[config.mk]
export PLATFORM = sky130hd
export DESIGN_NAME = qsds_top
export DESIGN_NICKNAME = d
export VERILOG_FILES = /design/src/hw/qsds_pkg.sv /design/src/hw/qsds_top.sv /design/src/hw/qsds_ramp.sv
export SDC_FILE = /design/constraint.sdc
export NUM_CORES = 1
export LEC_CHECK = 0
export BUFFER_PORTS_ARGS = -buffer_cell sky130_fd_sc_hd__buf_4
export CORE_AREA = 2 2 231 233
export CTS_BUF_LIST = sky130_fd_sc_hd__clkbuf_4
export CTS_CLUSTER_DIAMETER = 150
export CTS_CLUSTER_SIZE = 25
export DETAILED_ROUTE_END_ITERATION = 10
export DIE_AREA = 0 0 233 235
export PLACE_DENSITY = 0.59
export SYNTH_ARGS = -nofsm -noshare
export SYNTH_HDL_FRONTEND = slang
export SYNTH_SLANG_ARGS = --single-unit
[constraint.sdc]
create_clock -name clk_sys_in -period 10.7 [get_ports clk_sys_in]
set_clock_uncertainty 0.15 [all_clocks]
set_input_delay 0.535 -clock clk_sys_in [delete_from_list [all_inputs] [get_ports clk_sys_in]]
set_output_delay 0.535 -clock clk_sys_in [all_outputs]
set_load 0.02 [all_outputs]
[src/hw/qsds_pkg.sv]
// Constants shared by the quick stop deceleration sequencer
package qsds_pkg;
   // ***************************************************
   // Object dictionary indexes
   // ***************************************************
   localparam logic [15:0] IDX_SERVO_OFF_SEQ = 16'h3506;
   localparam logic [15:0] IDX_QS_OPTION = 16'h605a;
   localparam logic [15:0] IDX_SD_OPTION = 16'h605b;
   localparam logic [15:0] IDX_PROFILE_DECEL = 16'h6084;
   localparam logic [15:0] IDX_QS_DECEL = 16'h6085;
   localparam logic [15:0] IDX_TORQUE_RAMP = 16'h6087;
   localparam logic [15:0] IDX_HOMING_ACCEL = 16'h609a;
   localparam logic [15:0] IDX_MAX_DECEL = 16'h60c6;
   // ***************************************************
   // Reset values
   // ***************************************************
   localparam logic [15:0] RST_OPTION = 16'h0000;
   localparam logic [31:0] RST_RATE = 32'h0000_0000;
   // ***************************************************
   // Control word fields
   // ***************************************************
   localparam int CW_QS_BIT = 2;
   localparam int CW_EV_BIT = 1;
   localparam logic [3:0] CW_ENABLE_OP = 4'hf;
   localparam logic [2:0] CW_SHUTDOWN = 3'h6;
   // ***************************************************
   // Operation modes
   // ***************************************************
   localparam logic [7:0] MODE_PP = 8'h01;
   localparam logic [7:0] MODE_PV = 8'h03;
   localparam logic [7:0] MODE_TQ = 8'h04;
   localparam logic [7:0] MODE_HM = 8'h06;
   localparam logic [7:0] MODE_IP = 8'h07;
   localparam logic [7:0] MODE_CSP = 8'h08;
   localparam logic [7:0] MODE_CSV = 8'h09;
   localparam logic [7:0] MODE_CST = 8'h0a;
   // ***************************************************
   // Reported drive states and standstill threshold
   // ***************************************************
   localparam logic [2:0] PDS_SW_ON_DIS = 3'h0;
   localparam logic [2:0] PDS_READY = 3'h1;
   localparam logic [2:0] PDS_OP_EN = 3'h2;
   localparam logic [2:0] PDS_QS_ACTIVE = 3'h3;
   localparam logic [31:0] STANDSTILL_RPM = 32'h0000_001e;
   localparam logic [31:0] RATE_IMMEDIATE = 32'hffff_ffff;
   typedef enum logic [2:0] {
      QSDS_OPERATE,
      QSDS_DECEL,
      QSDS_QS_ACTIVE,
      QSDS_SW_ON_DIS,
      QSDS_READY
   } qsds_state_type;
endpackage

[src/hw/qsds_top.sv]
// Quick stop and shutdown deceleration sequencer of the drive
`timescale 1ns/100ps
// Notes on behaviour
// - Homing, code 7: stop at maximum deceleration, then stay quick stop active.
// - Torque modes: ramp torque at torque slope for codes 1 to 3 and 5 to 7, end state set by code.
// - Codes -1 and -2 are reserved; they start no user stop sequence.
// - Control word bit 2 falling from 1 to 0 starts the deceleration.
// - While the quick stop ramp runs, report quick stop active.
// - Motor counts as stopped at actual speed of 30 r/min or less.
// - After standstill enter switch-on-disabled or quick-stop-active per code.
// - Shutdown option code picks the stop method for shutdown or disable voltage.
// - Undefined quick stop codes are disabled and select no sequence.
// - Position and velocity modes, code 2: quick stop rate then switch-on-disabled.
module qsds_top
(
   input wire logic clk_sys_in,
   input wire logic resetn_in,
   input wire logic [15:0] ctrl_word_in,
   input wire logic [7:0] op_mode_in,
   input wire logic signed [31:0] actual_speed_in,
   input wire logic signed [31:0] cmd_value_in,
   input wire logic [15:0] obj_index_in,
   input wire logic obj_wr_in,
   input wire logic obj_rd_in,
   input wire logic [31:0] obj_wdata_in,
   output logic [31:0] obj_rdata_out,
   output logic obj_ack_out,
   output logic signed [31:0] cmd_value_out,
   output logic [2:0] pds_state_out,
   output logic stopped_out
);
   import qsds_pkg::*;

   typedef struct packed {
      qsds_state_type st;
      logic cw_qs_prev;
      logic cw_ev_prev;
      logic [2:0] cw_low_prev;
      logic [15:0] servo_off_stop_sequence;
      logic [15:0] qs_option;
      logic [15:0] sd_option;
      logic [31:0] profile_decel_rate;
      logic [31:0] quick_stop_decel_rate;
      logic [31:0] torque_ramp_rate;
      logic [31:0] homing_accel_rate;
      logic [31:0] max_decel_rate;
      logic [31:0] rate;
      qsds_state_type end_st;
      logic neg;
      logic qs_ramp;
      logic [31:0] rdata;
      logic ack;
      logic [2:0] pds;
      logic stopped;
   } qsds_top_type;

   qsds_top_type s_reg;
   qsds_top_type s_next;
   logic [31:0] ramp_value;
   logic ramp_load;
   logic [31:0] cmd_mag;
   logic [31:0] spd_mag;
   logic qs_fall;
   logic sd_cmd;
   logic dv_cmd;
   logic is_torque;
   logic is_homing;
   logic is_posvel;
   logic sel_ok;
   logic [31:0] sel_rate;
   qsds_state_type sel_end;
   logic at_standstill;
   logic [31:0] ramp_start;

   assign cmd_mag = cmd_value_in[31] ? 32'(-cmd_value_in) : cmd_value_in;
   assign spd_mag = actual_speed_in[31] ? 32'(-actual_speed_in) : actual_speed_in;
   assign at_standstill = spd_mag <= STANDSTILL_RPM;
   assign is_torque = (op_mode_in == MODE_TQ) || (op_mode_in == MODE_CST);
   assign is_homing = op_mode_in == MODE_HM;
   assign is_posvel = (op_mode_in == MODE_PP) || (op_mode_in == MODE_PV)
      || (op_mode_in == MODE_IP) || (op_mode_in == MODE_CSP) || (op_mode_in == MODE_CSV);
   assign qs_fall = s_reg.cw_qs_prev && !ctrl_word_in[CW_QS_BIT];
   assign sd_cmd = (ctrl_word_in[2:0] == CW_SHUTDOWN) && (s_reg.cw_low_prev != CW_SHUTDOWN);
   assign dv_cmd = s_reg.cw_ev_prev && !ctrl_word_in[CW_EV_BIT];
   // Start one step down so the output already falls on the first ramp cycle
   assign ramp_start = (cmd_mag > sel_rate) ? cmd_mag - sel_rate : 32'h0000_0000;

   // ***************************************************
   // Stop profile selection
   // ***************************************************
   always_comb
   begin
      logic [31:0] servo_rate;
      logic [31:0] slow_rate;
      servo_rate = (s_reg.servo_off_stop_sequence == 16'h0000) ? RATE_IMMEDIATE
         : s_reg.max_decel_rate;
      slow_rate = is_torque ? s_reg.torque_ramp_rate
         : is_homing ? s_reg.homing_accel_rate : s_reg.profile_decel_rate;
      sel_ok = 1'b0;
      sel_rate = servo_rate;
      sel_end = QSDS_SW_ON_DIS;
      if (qs_fall)
      begin
         // Negative codes, including the reserved -1 and -2, stay disabled
         if (is_torque)
         begin
            case (s_reg.qs_option)
               16'h0000: begin sel_ok = 1'b1; end
               16'h0001, 16'h0002, 16'h0003: begin sel_ok = 1'b1; sel_rate = slow_rate; end
               16'h0005, 16'h0006, 16'h0007:
               begin
                  sel_ok = 1'b1;
                  sel_rate = slow_rate;
                  sel_end = QSDS_QS_ACTIVE;
               end
               default: sel_ok = 1'b0;
            endcase
         end
         else if (is_homing || is_posvel)
         begin
            case (s_reg.qs_option)
               16'h0000: begin sel_ok = 1'b1; end
               16'h0001, 16'h0005: begin sel_ok = 1'b1; sel_rate = slow_rate; end
               16'h0002, 16'h0006:
               begin
                  sel_ok = 1'b1;
                  sel_rate = s_reg.quick_stop_decel_rate;
               end
               16'h0003, 16'h0007: begin sel_ok = 1'b1; sel_rate = s_reg.max_decel_rate; end
               default: sel_ok = 1'b0;
            endcase
            if (s_reg.qs_option == 16'h0005 || s_reg.qs_option == 16'h0006
               || s_reg.qs_option == 16'h0007)
            begin
               sel_end = QSDS_QS_ACTIVE;
            end
         end
      end
      else if (sd_cmd || dv_cmd)
      begin
         sel_ok = (s_reg.sd_option == 16'h0000) || (s_reg.sd_option == 16'h0001);
         if (s_reg.sd_option == 16'h0001)
         begin
            sel_rate = slow_rate;
         end
         sel_end = dv_cmd ? QSDS_SW_ON_DIS : QSDS_READY;
      end
   end

   // ***************************************************
   // Sequencer and object access
   // ***************************************************
   always_comb
   begin
      s_next = s_reg;
      s_next.cw_qs_prev = ctrl_word_in[CW_QS_BIT];
      s_next.cw_ev_prev = ctrl_word_in[CW_EV_BIT];
      s_next.cw_low_prev = ctrl_word_in[2:0];
      s_next.ack = obj_wr_in || obj_rd_in;
      ramp_load = 1'b0;
      if (obj_wr_in)
      begin
         if (obj_index_in == IDX_SERVO_OFF_SEQ)
            s_next.servo_off_stop_sequence = obj_wdata_in[15:0];
         else if (obj_index_in == IDX_QS_OPTION)
            s_next.qs_option = obj_wdata_in[15:0];
         else if (obj_index_in == IDX_SD_OPTION)
            s_next.sd_option = obj_wdata_in[15:0];
         else if (obj_index_in == IDX_PROFILE_DECEL)
            s_next.profile_decel_rate = obj_wdata_in;
         else if (obj_index_in == IDX_QS_DECEL)
            s_next.quick_stop_decel_rate = obj_wdata_in;
         else if (obj_index_in == IDX_TORQUE_RAMP)
            s_next.torque_ramp_rate = obj_wdata_in;
         else if (obj_index_in == IDX_HOMING_ACCEL)
            s_next.homing_accel_rate = obj_wdata_in;
         else if (obj_index_in == IDX_MAX_DECEL)
            s_next.max_decel_rate = obj_wdata_in;
      end
      if (!obj_rd_in)
         s_next.rdata = 32'h0000_0000;
      else if (obj_index_in == IDX_SERVO_OFF_SEQ)
         s_next.rdata = {16'h0000, s_reg.servo_off_stop_sequence};
      else if (obj_index_in == IDX_QS_OPTION)
         s_next.rdata = {16'h0000, s_reg.qs_option};
      else if (obj_index_in == IDX_SD_OPTION)
         s_next.rdata = {16'h0000, s_reg.sd_option};
      else if (obj_index_in == IDX_PROFILE_DECEL)
         s_next.rdata = s_reg.profile_decel_rate;
      else if (obj_index_in == IDX_QS_DECEL)
         s_next.rdata = s_reg.quick_stop_decel_rate;
      else if (obj_index_in == IDX_TORQUE_RAMP)
         s_next.rdata = s_reg.torque_ramp_rate;
      else if (obj_index_in == IDX_HOMING_ACCEL)
         s_next.rdata = s_reg.homing_accel_rate;
      else if (obj_index_in == IDX_MAX_DECEL)
         s_next.rdata = s_reg.max_decel_rate;
      else
         s_next.rdata = 32'h0000_0000;
      case (s_reg.st)
         QSDS_OPERATE:
         begin
            if (sel_ok)
            begin
               ramp_load = 1'b1;
               s_next.rate = sel_rate;
               s_next.end_st = sel_end;
               s_next.neg = cmd_value_in[31];
               s_next.qs_ramp = qs_fall;
               s_next.st = QSDS_DECEL;
            end
         end
         QSDS_DECEL:
         begin
            if (at_standstill)
            begin
               s_next.st = s_reg.end_st;
            end
         end
         QSDS_QS_ACTIVE:
         begin
            if (ctrl_word_in[CW_QS_BIT] && ctrl_word_in[3:0] == CW_ENABLE_OP)
               s_next.st = QSDS_OPERATE;
            else if (!ctrl_word_in[CW_EV_BIT])
               s_next.st = QSDS_SW_ON_DIS;
         end
         default:
         begin
            // Re-enabling is the master's job; a plain enable word resumes operation
            if (ctrl_word_in[3:0] == CW_ENABLE_OP)
               s_next.st = QSDS_OPERATE;
         end
      endcase
      case (s_next.st)
         QSDS_OPERATE: s_next.pds = PDS_OP_EN;
         QSDS_DECEL: s_next.pds = s_next.qs_ramp ? PDS_QS_ACTIVE : PDS_OP_EN;
         QSDS_QS_ACTIVE: s_next.pds = PDS_QS_ACTIVE;
         QSDS_READY: s_next.pds = PDS_READY;
         default: s_next.pds = PDS_SW_ON_DIS;
      endcase
      s_next.stopped = (s_next.st != QSDS_OPERATE) && (s_next.st != QSDS_DECEL);
   end

   qsds_ramp u_ramp
   (
      .clk_sys_in(clk_sys_in),
      .resetn_in(resetn_in),
      .load_in(ramp_load),
      .load_value_in(ramp_start),
      .step_in(s_reg.st == QSDS_DECEL),
      .rate_in(s_reg.rate),
      .value_out(ramp_value)
   );

   always_ff @(posedge clk_sys_in)
   begin
      if (!resetn_in)
      begin
         s_reg <= '{st: QSDS_OPERATE, end_st: QSDS_SW_ON_DIS, pds: PDS_OP_EN,
            qs_option: RST_OPTION, sd_option: RST_OPTION,
            servo_off_stop_sequence: RST_OPTION, profile_decel_rate: RST_RATE,
            quick_stop_decel_rate: RST_RATE, torque_ramp_rate: RST_RATE,
            homing_accel_rate: RST_RATE, max_decel_rate: RST_RATE, rate: RST_RATE,
            default: '0};
      end
      else
      begin
         s_reg <= s_next;
      end
   end

   // Pass-through while operating, ramped magnitude with held sign while decelerating, zero once stopped
   always_ff @(posedge clk_sys_in)
   begin
      if (!resetn_in)
         cmd_value_out <= 32'h0000_0000;
      else if (s_next.st == QSDS_OPERATE)
         cmd_value_out <= cmd_value_in;
      else if (ramp_load)
         cmd_value_out <= cmd_value_in;
      else if (s_next.st == QSDS_DECEL)
         cmd_value_out <= s_reg.neg ? 32'(-ramp_value) : ramp_value;
      else
         cmd_value_out <= 32'h0000_0000;
   end

   assign obj_rdata_out = s_reg.rdata;
   assign obj_ack_out = s_reg.ack;
   assign pds_state_out = s_reg.pds;
   assign stopped_out = s_reg.stopped;
endmodule

[src/hw/qsds_ramp.sv]
// Magnitude ramp that steps a value down to zero by a rate each cycle
`timescale 1ns/100ps
module qsds_ramp
(
   input wire logic clk_sys_in,
   input wire logic resetn_in,
   input wire logic load_in,
   input wire logic [31:0] load_value_in,
   input wire logic step_in,
   input wire logic [31:0] rate_in,
   output logic [31:0] value_out
);
   import qsds_pkg::*;

   typedef struct packed {
      logic [31:0] value;
   } qsds_ramp_type;

   qsds_ramp_type ramp_reg;
   qsds_ramp_type ramp_next;

   always_comb
   begin
      ramp_next = ramp_reg;
      if (load_in)
      begin
         ramp_next.value = load_value_in;
      end
      else if (step_in)
      begin
         // Saturate at zero rather than wrap on the last step
         if (ramp_reg.value > rate_in)
         begin
            ramp_next.value = ramp_reg.value - rate_in;
         end
         else
         begin
            ramp_next.value = 32'h0000_0000;
         end
      end
   end

   always_ff @(posedge clk_sys_in)
   begin
      if (!resetn_in)
      begin
         ramp_reg <= '0;
      end
      else
      begin
         ramp_reg <= ramp_next;
      end
   end

   assign value_out = ramp_reg.value;
endmodule

After elaboration in Yosys (flattened, before gate mapping). Cells that the tools add are included.

Register bits: 354. Input bits: 140. Output and inout port bits: 69. Word-level logic and storage cells: 166.

Add/sub/neg operators: 5. Order comparisons: 3. Equality and inequality tests: 32. Multiplexer cells: 52. Bitwise logic cells: 9. Reductions and logical operators: 42.

Operator list (count): two-way mux 32 bit (24); equality test 16 x 15 -> 1 bit, second input constant (7); negator 32 bit (3); one-hot mux 32 bit (3 select lines) (1); > comparator 32 bit (2); subtractor 32 bit (2); equality test 16 x 3 -> 1 bit, second input constant (3); zero test 16 bit (3); two-way mux 16 bit (3); equality test 16 x 1 -> 1 bit, second input constant (2); equality test 16 x 2 -> 1 bit, second input constant (2); less-or-equal comparator 32 x 5 -> 1 bit, second input constant (1); two-way mux 3 bit (9); equality test 8 x 3 -> 1 bit, second input constant (3); equality test 8 x 4 -> 1 bit, second input constant (3); equality test 16 x 14 -> 1 bit, second input constant (1); two-way mux 1 bit (13); logical OR 1 bit (11); inverter 1 bit (9); one-hot mux 3 bit (3 select lines) (1); AND reduction 9 bit (1); equality test 8 x 1 -> 1 bit, second input constant (1); equality test 8 x 2 -> 1 bit, second input constant (1); one-hot mux 2 bit (4 select lines) (1); 23 further kinds (36).

Longest topological paths before layout.
Word-level depth: 15. Depth in mapped cells: 22. Gate-level depth less buffers: 20.

Hierarchy. A second synthesis with hierarchy kept.

Cells, all modules: 3218. Area, all modules: 23661.4 sq um.

By module, submodules not included: qsds_top (times used 1, cells each 2764, area each 20218.1 sq um, seq. area each 6386.1 sq um); qsds_ramp (times used 1, cells each 454, area each 3443.3 sq um, seq. area each 640.6 sq um).

Worst setup path after synthesis. No wires, ideal clock.

Path kind: input -> register. Start point: input op_mode_in[5]. End point: register u_ramp.ramp_reg, in the netlist u_ramp.value_out[31]. Setup time: 0.120 ns. Arrival: 4.639 ns. Setup slack: 5.791 ns. Stages: 19. Path buffers: 2. Path through: or4_1 a211o_1 clkbuf_1 clkbuf_1 nor2_1 a211oi_1 o21ai_0 a311oi_1 o31ai_1 ha_1 nand2b_1 a21oi_1 o31a_1 a221o_1 a211oi_1 nor3_1 a221o_1 xor2_1 o2bb2ai_1.

Word-level cells in the longest chain between the ends: 12.

Ends and longest elaborated chain: from (decl) (RTL line qsds_top.sv:19) `input wire logic [7:0] op_mode_in,`; branches (longest 12 deep; another with subtractor 32 bit); to (signal assigned) (RTL line qsds_ramp.sv:51) `ramp_reg <= ramp_next;`; to (decl) (RTL line qsds_ramp.sv:19) `qsds_ramp_type ramp_reg;`.

Several ways; the timed one is not identified. A chain may end at the register's enable or synchronous reset.

Final worst setup path.
Start point: register s_reg[251] (netlist name). End point: register u_ramp.ramp_reg, in the netlist u_ramp.value_out[27].

Word-level cells in the longest chain between the ends: 9.

Ends and longest elaborated chain: from (decl) (RTL line qsds_top.sv:57) `qsds_top_type s_reg;`; from (signal assigned) (RTL line qsds_top.sv:259) `s_reg <= '{st: QSDS_OPERATE, end_st: QSDS_SW_ON_DIS, pds: PDS_OP_EN,`; from (signal assigned) (RTL line qsds_top.sv:268) `s_reg <= s_next;`; equality test 16 x 3 -> 1 bit, or another cell as far along (RTL line qsds_top.sv:107, qsds_top.sv:121); OR reduction 2 bit (RTL line qsds_top.sv:121) `case (s_reg.qs_option)`; one-hot mux 32 bit (3 select lines) (RTL line qsds_top.sv:121); two-way mux 32 bit (RTL line qsds_top.sv:119) `else if (is_homing || is_posvel)`; two-way mux 32 bit (*) (RTL line qsds_top.sv:105) `if (is_torque)`; two-way mux 32 bit (*) (RTL line qsds_top.sv:102) `if (qs_fall)`; net sel_rate[0] (RTL line qsds_top.sv:70) `logic [31:0] sel_rate;`; subtractor 32 bit / > comparator 32 bit (equally long branches) (RTL line qsds_top.sv:86) `assign ramp_start = (cmd_mag > sel_rate) ? cmd_mag - sel_rate : 32'h0000_0000;`; two-way mux 32 bit (*) (RTL line qsds_top.sv:86); two-way mux 32 bit (*) (RTL line qsds_ramp.sv:25) `if (load_in)`.

The timed path passes the listed nets; every way through them passes the cells marked *.

==> summary.md <==
| Metric | Value |
|---|---|
| RSZ-0062 raised after global routing | `false` |
| Status | `finished, final reports clean` |
| Total routing resource utilization after global routing | `between 20 and 30%` |
| Gate count after technology mapping | `around 3100` |
| Maximum count of clock buffers along a single path | `3` |
| Top cells by count, synth | `555 x nand2_1, 351 x dfxtp_1, 303 x a21oi_1` |
| Maximum number of pins on one net before global-route repair | `between 90 and 100` |
| Final RePlAce weighted congestion | `0.9721` |
| Max IR drop VDD | `approximately 0.11 mV` |
| Crit path DAT | `approximately 7.3 ns` |
| Power dissipated by switching net loads | `just under 1 mW` |
| Die boundary height | `235 µm` |
| Net Sw Frac | `35.44%` |
| Most area-consuming cells after synthesis | `dfxtp_1 30%, nand2_1 9.0%, a21oi_1 6.5%, nor2_1 3.7%, ha_1 3.6%` |
| Worst-path fanout max | `between 40 and 50` |
| Post-CTS setup buffer count | `0` |
| Crit-path slowest cell | `dfxtp_2` |
| Most frequently used flop master after synthesis | `dfxtp_1` |
| Fraction of layout instances using a drive strength above 1 | `between 10% and 20%` |
| Area of combinational cells with multiple inputs | `14730 µm²` |
| Mean area per synthesized cell | `around 7.5 µm²` |
| Overall power after layout | `2.768 mW` |
| Start-to-end type of the worst setup path | `reg -> reg` |
| Layout net count | `3350` |
| TritonCTS clock tree | `yes` |
| Final global-route overflow total | `0` |
| Register share of total power | `a little over 50%` |
| Input/output buffers | `approximately 200` |
| Synth cell types | `93` |
| Clock network power share | `18.8%` |
| Drt via density | `6.223` |
| Actual slew at the worst max-slew pin | `between 1 and 1.5 ns` |
| Number of nets with antenna violations after detailed routing | `0` |
| Crit path setup slack, layout | `around 3.9 ns` |
| Clock root cell | `clkbuf_4` |
| Area grow syn2layout | `9.336%` |
| Max reg flops | `251` |
| Number of global-route vias before repair | `22280` |
| Antenna violations before repair | `1` |
| Number of enable-type register cells in the synthesized netlist | `0` |
| First drt pass iteration count | `6` |
| Chip width | `233 µm` |
| Final routed DRC violation total | `0` |
| Required @ worst endpoint | `11.27 ns` |
| Max-cap violations | `0` |
| Element type at the critical path start | `flip-flop` |
| Share of synthesized registers carrying an async set or reset | `0%` |
| Vias | `23840` |
| Post-synthesis cell area | `23210 µm²` |
| Final Max Tran Viols | `0` |
| Drt wl/cell | `approximately 22 µm` |
| Detailed Route WL | `82520 µm` |
| Starting density of the core | `~44%` |
| Placeable Area | `52240 µm²` |
| Worst path max stage delay | `just over 0.7 ns` |
| Count of pins on the block boundary | `209` |
| Chain of cells forming the critical path | `buf_4 > nor2b_4 > buf_4 > a22o_1 > a221oi_1 > mux2i_1 > ha_1 > inv_1 > fa_1 > nand3_1 > a21oi_1 > o41ai_1 > o221ai_1 > nor2_1 > o21ai_0 > o211a_1 > a221oi_1 > a21oi_1` |
| Pwr dens | `109.1 nW/µm²` |
| Count of state elements after synthesis | `approximately 350` |
| Number of warnings reported in the yosys synthesis log | `0` |
| Remaining max-slew budget at the tightest pin | `14.89%` |
| Dpl hpwl | `54790 µm` |
| Share of the core filled with cells | `48.59%` |
| Final number of hold-violating endpoints | `0` |
| CTS-repair resized insts | `0` |
| Fin Setup TNS | `0 ns` |
| Hold Path Class | `in -> reg` |
| H-tree depth reported by CTS | `1` |
| First DRT Iteration DRCs | `2211` |
| Cell internal pwr | `1.787 mW` |
| Number of clock sinks seen by CTS | `351` |
| Library cell with the highest instance count after synthesis | `nand2_1` |
| Timing-limited maximum frequency | `147.8 MHz` |
| Fillers | `5237` |
| Clk Latency, worst-skew pair | `~0.9 ns` |
| Crit path capture type | `flip-flop` |
| Post-placement worst setup slack | `3.992 ns` |
| Clock buffers created by TritonCTS | `18` |
| Fin crit share | `63.25%` |
| Crit path max-delay family | `compound AO/OA/AOI/OAI gates` |
| Global-route wire length before repair | `roughly 130000 µm` |
| Standard-cell rows | `84` |
| Crit path time final | `6.768 ns` |
| Die area | `54760 µm²` |
| Proportion of netlist area held by the largest area contributor | `a little under a third` |
| Crit path buf inv count | `3` |
| Leakage power summed over all cells | `9.358 nW` |
| Clock transition time at the flip-flop clock pins of the worst setup and hold paths | `0.28 ns` |
| Count of endpoints failing setup in the final report | `0` |
| Power share of the combinational group | `a little under a third` |
| Instance area after placement | `24490 µm²` |
| Design Area, Final | `25380 µm²` |
| Register cell area after layout | `7028 µm²` |
| Post-Synthesis Net Count | `~3300` |
| Sequential area share after synthesis | `30.27%` |
| Leading area contributor after synthesis | `dfxtp_1` |
## path summary, 6_finish.rpt
check                     start                   end  slack (ns)  depth (start not counted)
hold / removal    op_mode_in[0]             s_reg[37]        0.08                          4
setup / recovery     s_reg[251]  u_ramp.value_out[27]        3.93                         18
setup reg to reg     s_reg[251]  u_ramp.value_out[27]        3.93                         18
hold reg to reg      s_reg[125]            s_reg[125]        0.34                          2
## cell type report
class	count	share of cell area, %
Antenna cell	1	0.009860
Clock buffer	18	0.5324
Clock inverter	3	0.1479
Inverter	59	0.8923
Multi-Input combinational cell	2420	58.03
Sequential cell	351	27.69
Tap cell	688	3.392
Timing Repair Buffer	291	9.308
## per-layer routing
| metal | global-route usage (%) | part of all wire (%) |
|---|---|---|
| met2 | 46.90 | 46 |
| met1 | 39.89 | 44 |
| met4 | 9.091 | 3.0 |
| met3 | 3.350 | 7.3 |
| met5 | 0 | 0 |
## power by group through the flow
| stage | clock [mW] | sequential [mW] | combinational, mW |
|---|---|---|---|
| final | 0.519 | 1.40 | 0.853 |
| after global routing | 0.570 | 1.40 | 0.930 |
| after CTS | 0.534 | 1.40 | 0.842 |
| after detailed placement | 0 | 1.42 | 0.817 |
| after global placement | 0 | 1.42 | 0.810 |
| after floorplan | 0 | 1.42 | 0.575 |
## repair_timing
item | 4_1_cts | 5_1_grt
endpoints found under the hold margin | 244 | 0
setup endpoints to repair | 0 | 0
hold buffers | 71 | 0
## cells in the final DEF (no fill, tap or decap), drive strengths merged, types with 33 or more instances in the layout
cell type / n
a211o: 36
a211oi: 82
a21oi: 303
a22oi: 51
a311oi: 35
a31oi: 33
and2: 49
buf: 220
dfxtp: 351
dlygate4sd3: 71
ha: 67
inv: 59
mux2: 63
mux2i: 64
nand2: 555
nand3: 110
nor2: 226
nor3: 69
o21ai: 156
o31ai: 55
xnor2: 79
## tightest hold or removal path, stage by stage
cell and delay, ns:
buf_4 0.13, nand2b_1 0.10, nand4b_1 0.14, a21oi_1 0.10
## kinds of logic (layout without fill, tap and decap cells)
kind of cell / Yosys count / after routing / share of synthesized area, %
other: 1 / 2 / 0.01616
AOI/OAI and AO/OA: 923 / 923 / 26.08
buffers and inverters: 338 / 371 / 6.705
xor gates and xnor gates: 105 / 105 / 3.962
adders and majority gates: 69 / 69 / 3.784
muxes: 127 / 127 / 5.816
and+or+nand+nor: 1195 / 1195 / 23.36
DFF: 351 / 351 / 30.27
## metrics by stage
stage                     hold slack, ns  instances
after floorplan                   0.2828       3109
after global placement            0.3034       3738
after detailed placement          0.3106       3738
after CTS                        0.01987       3830
after global routing              0.1022       3831
final                            0.08089       3831
Power figures use the tool's default switching activity.
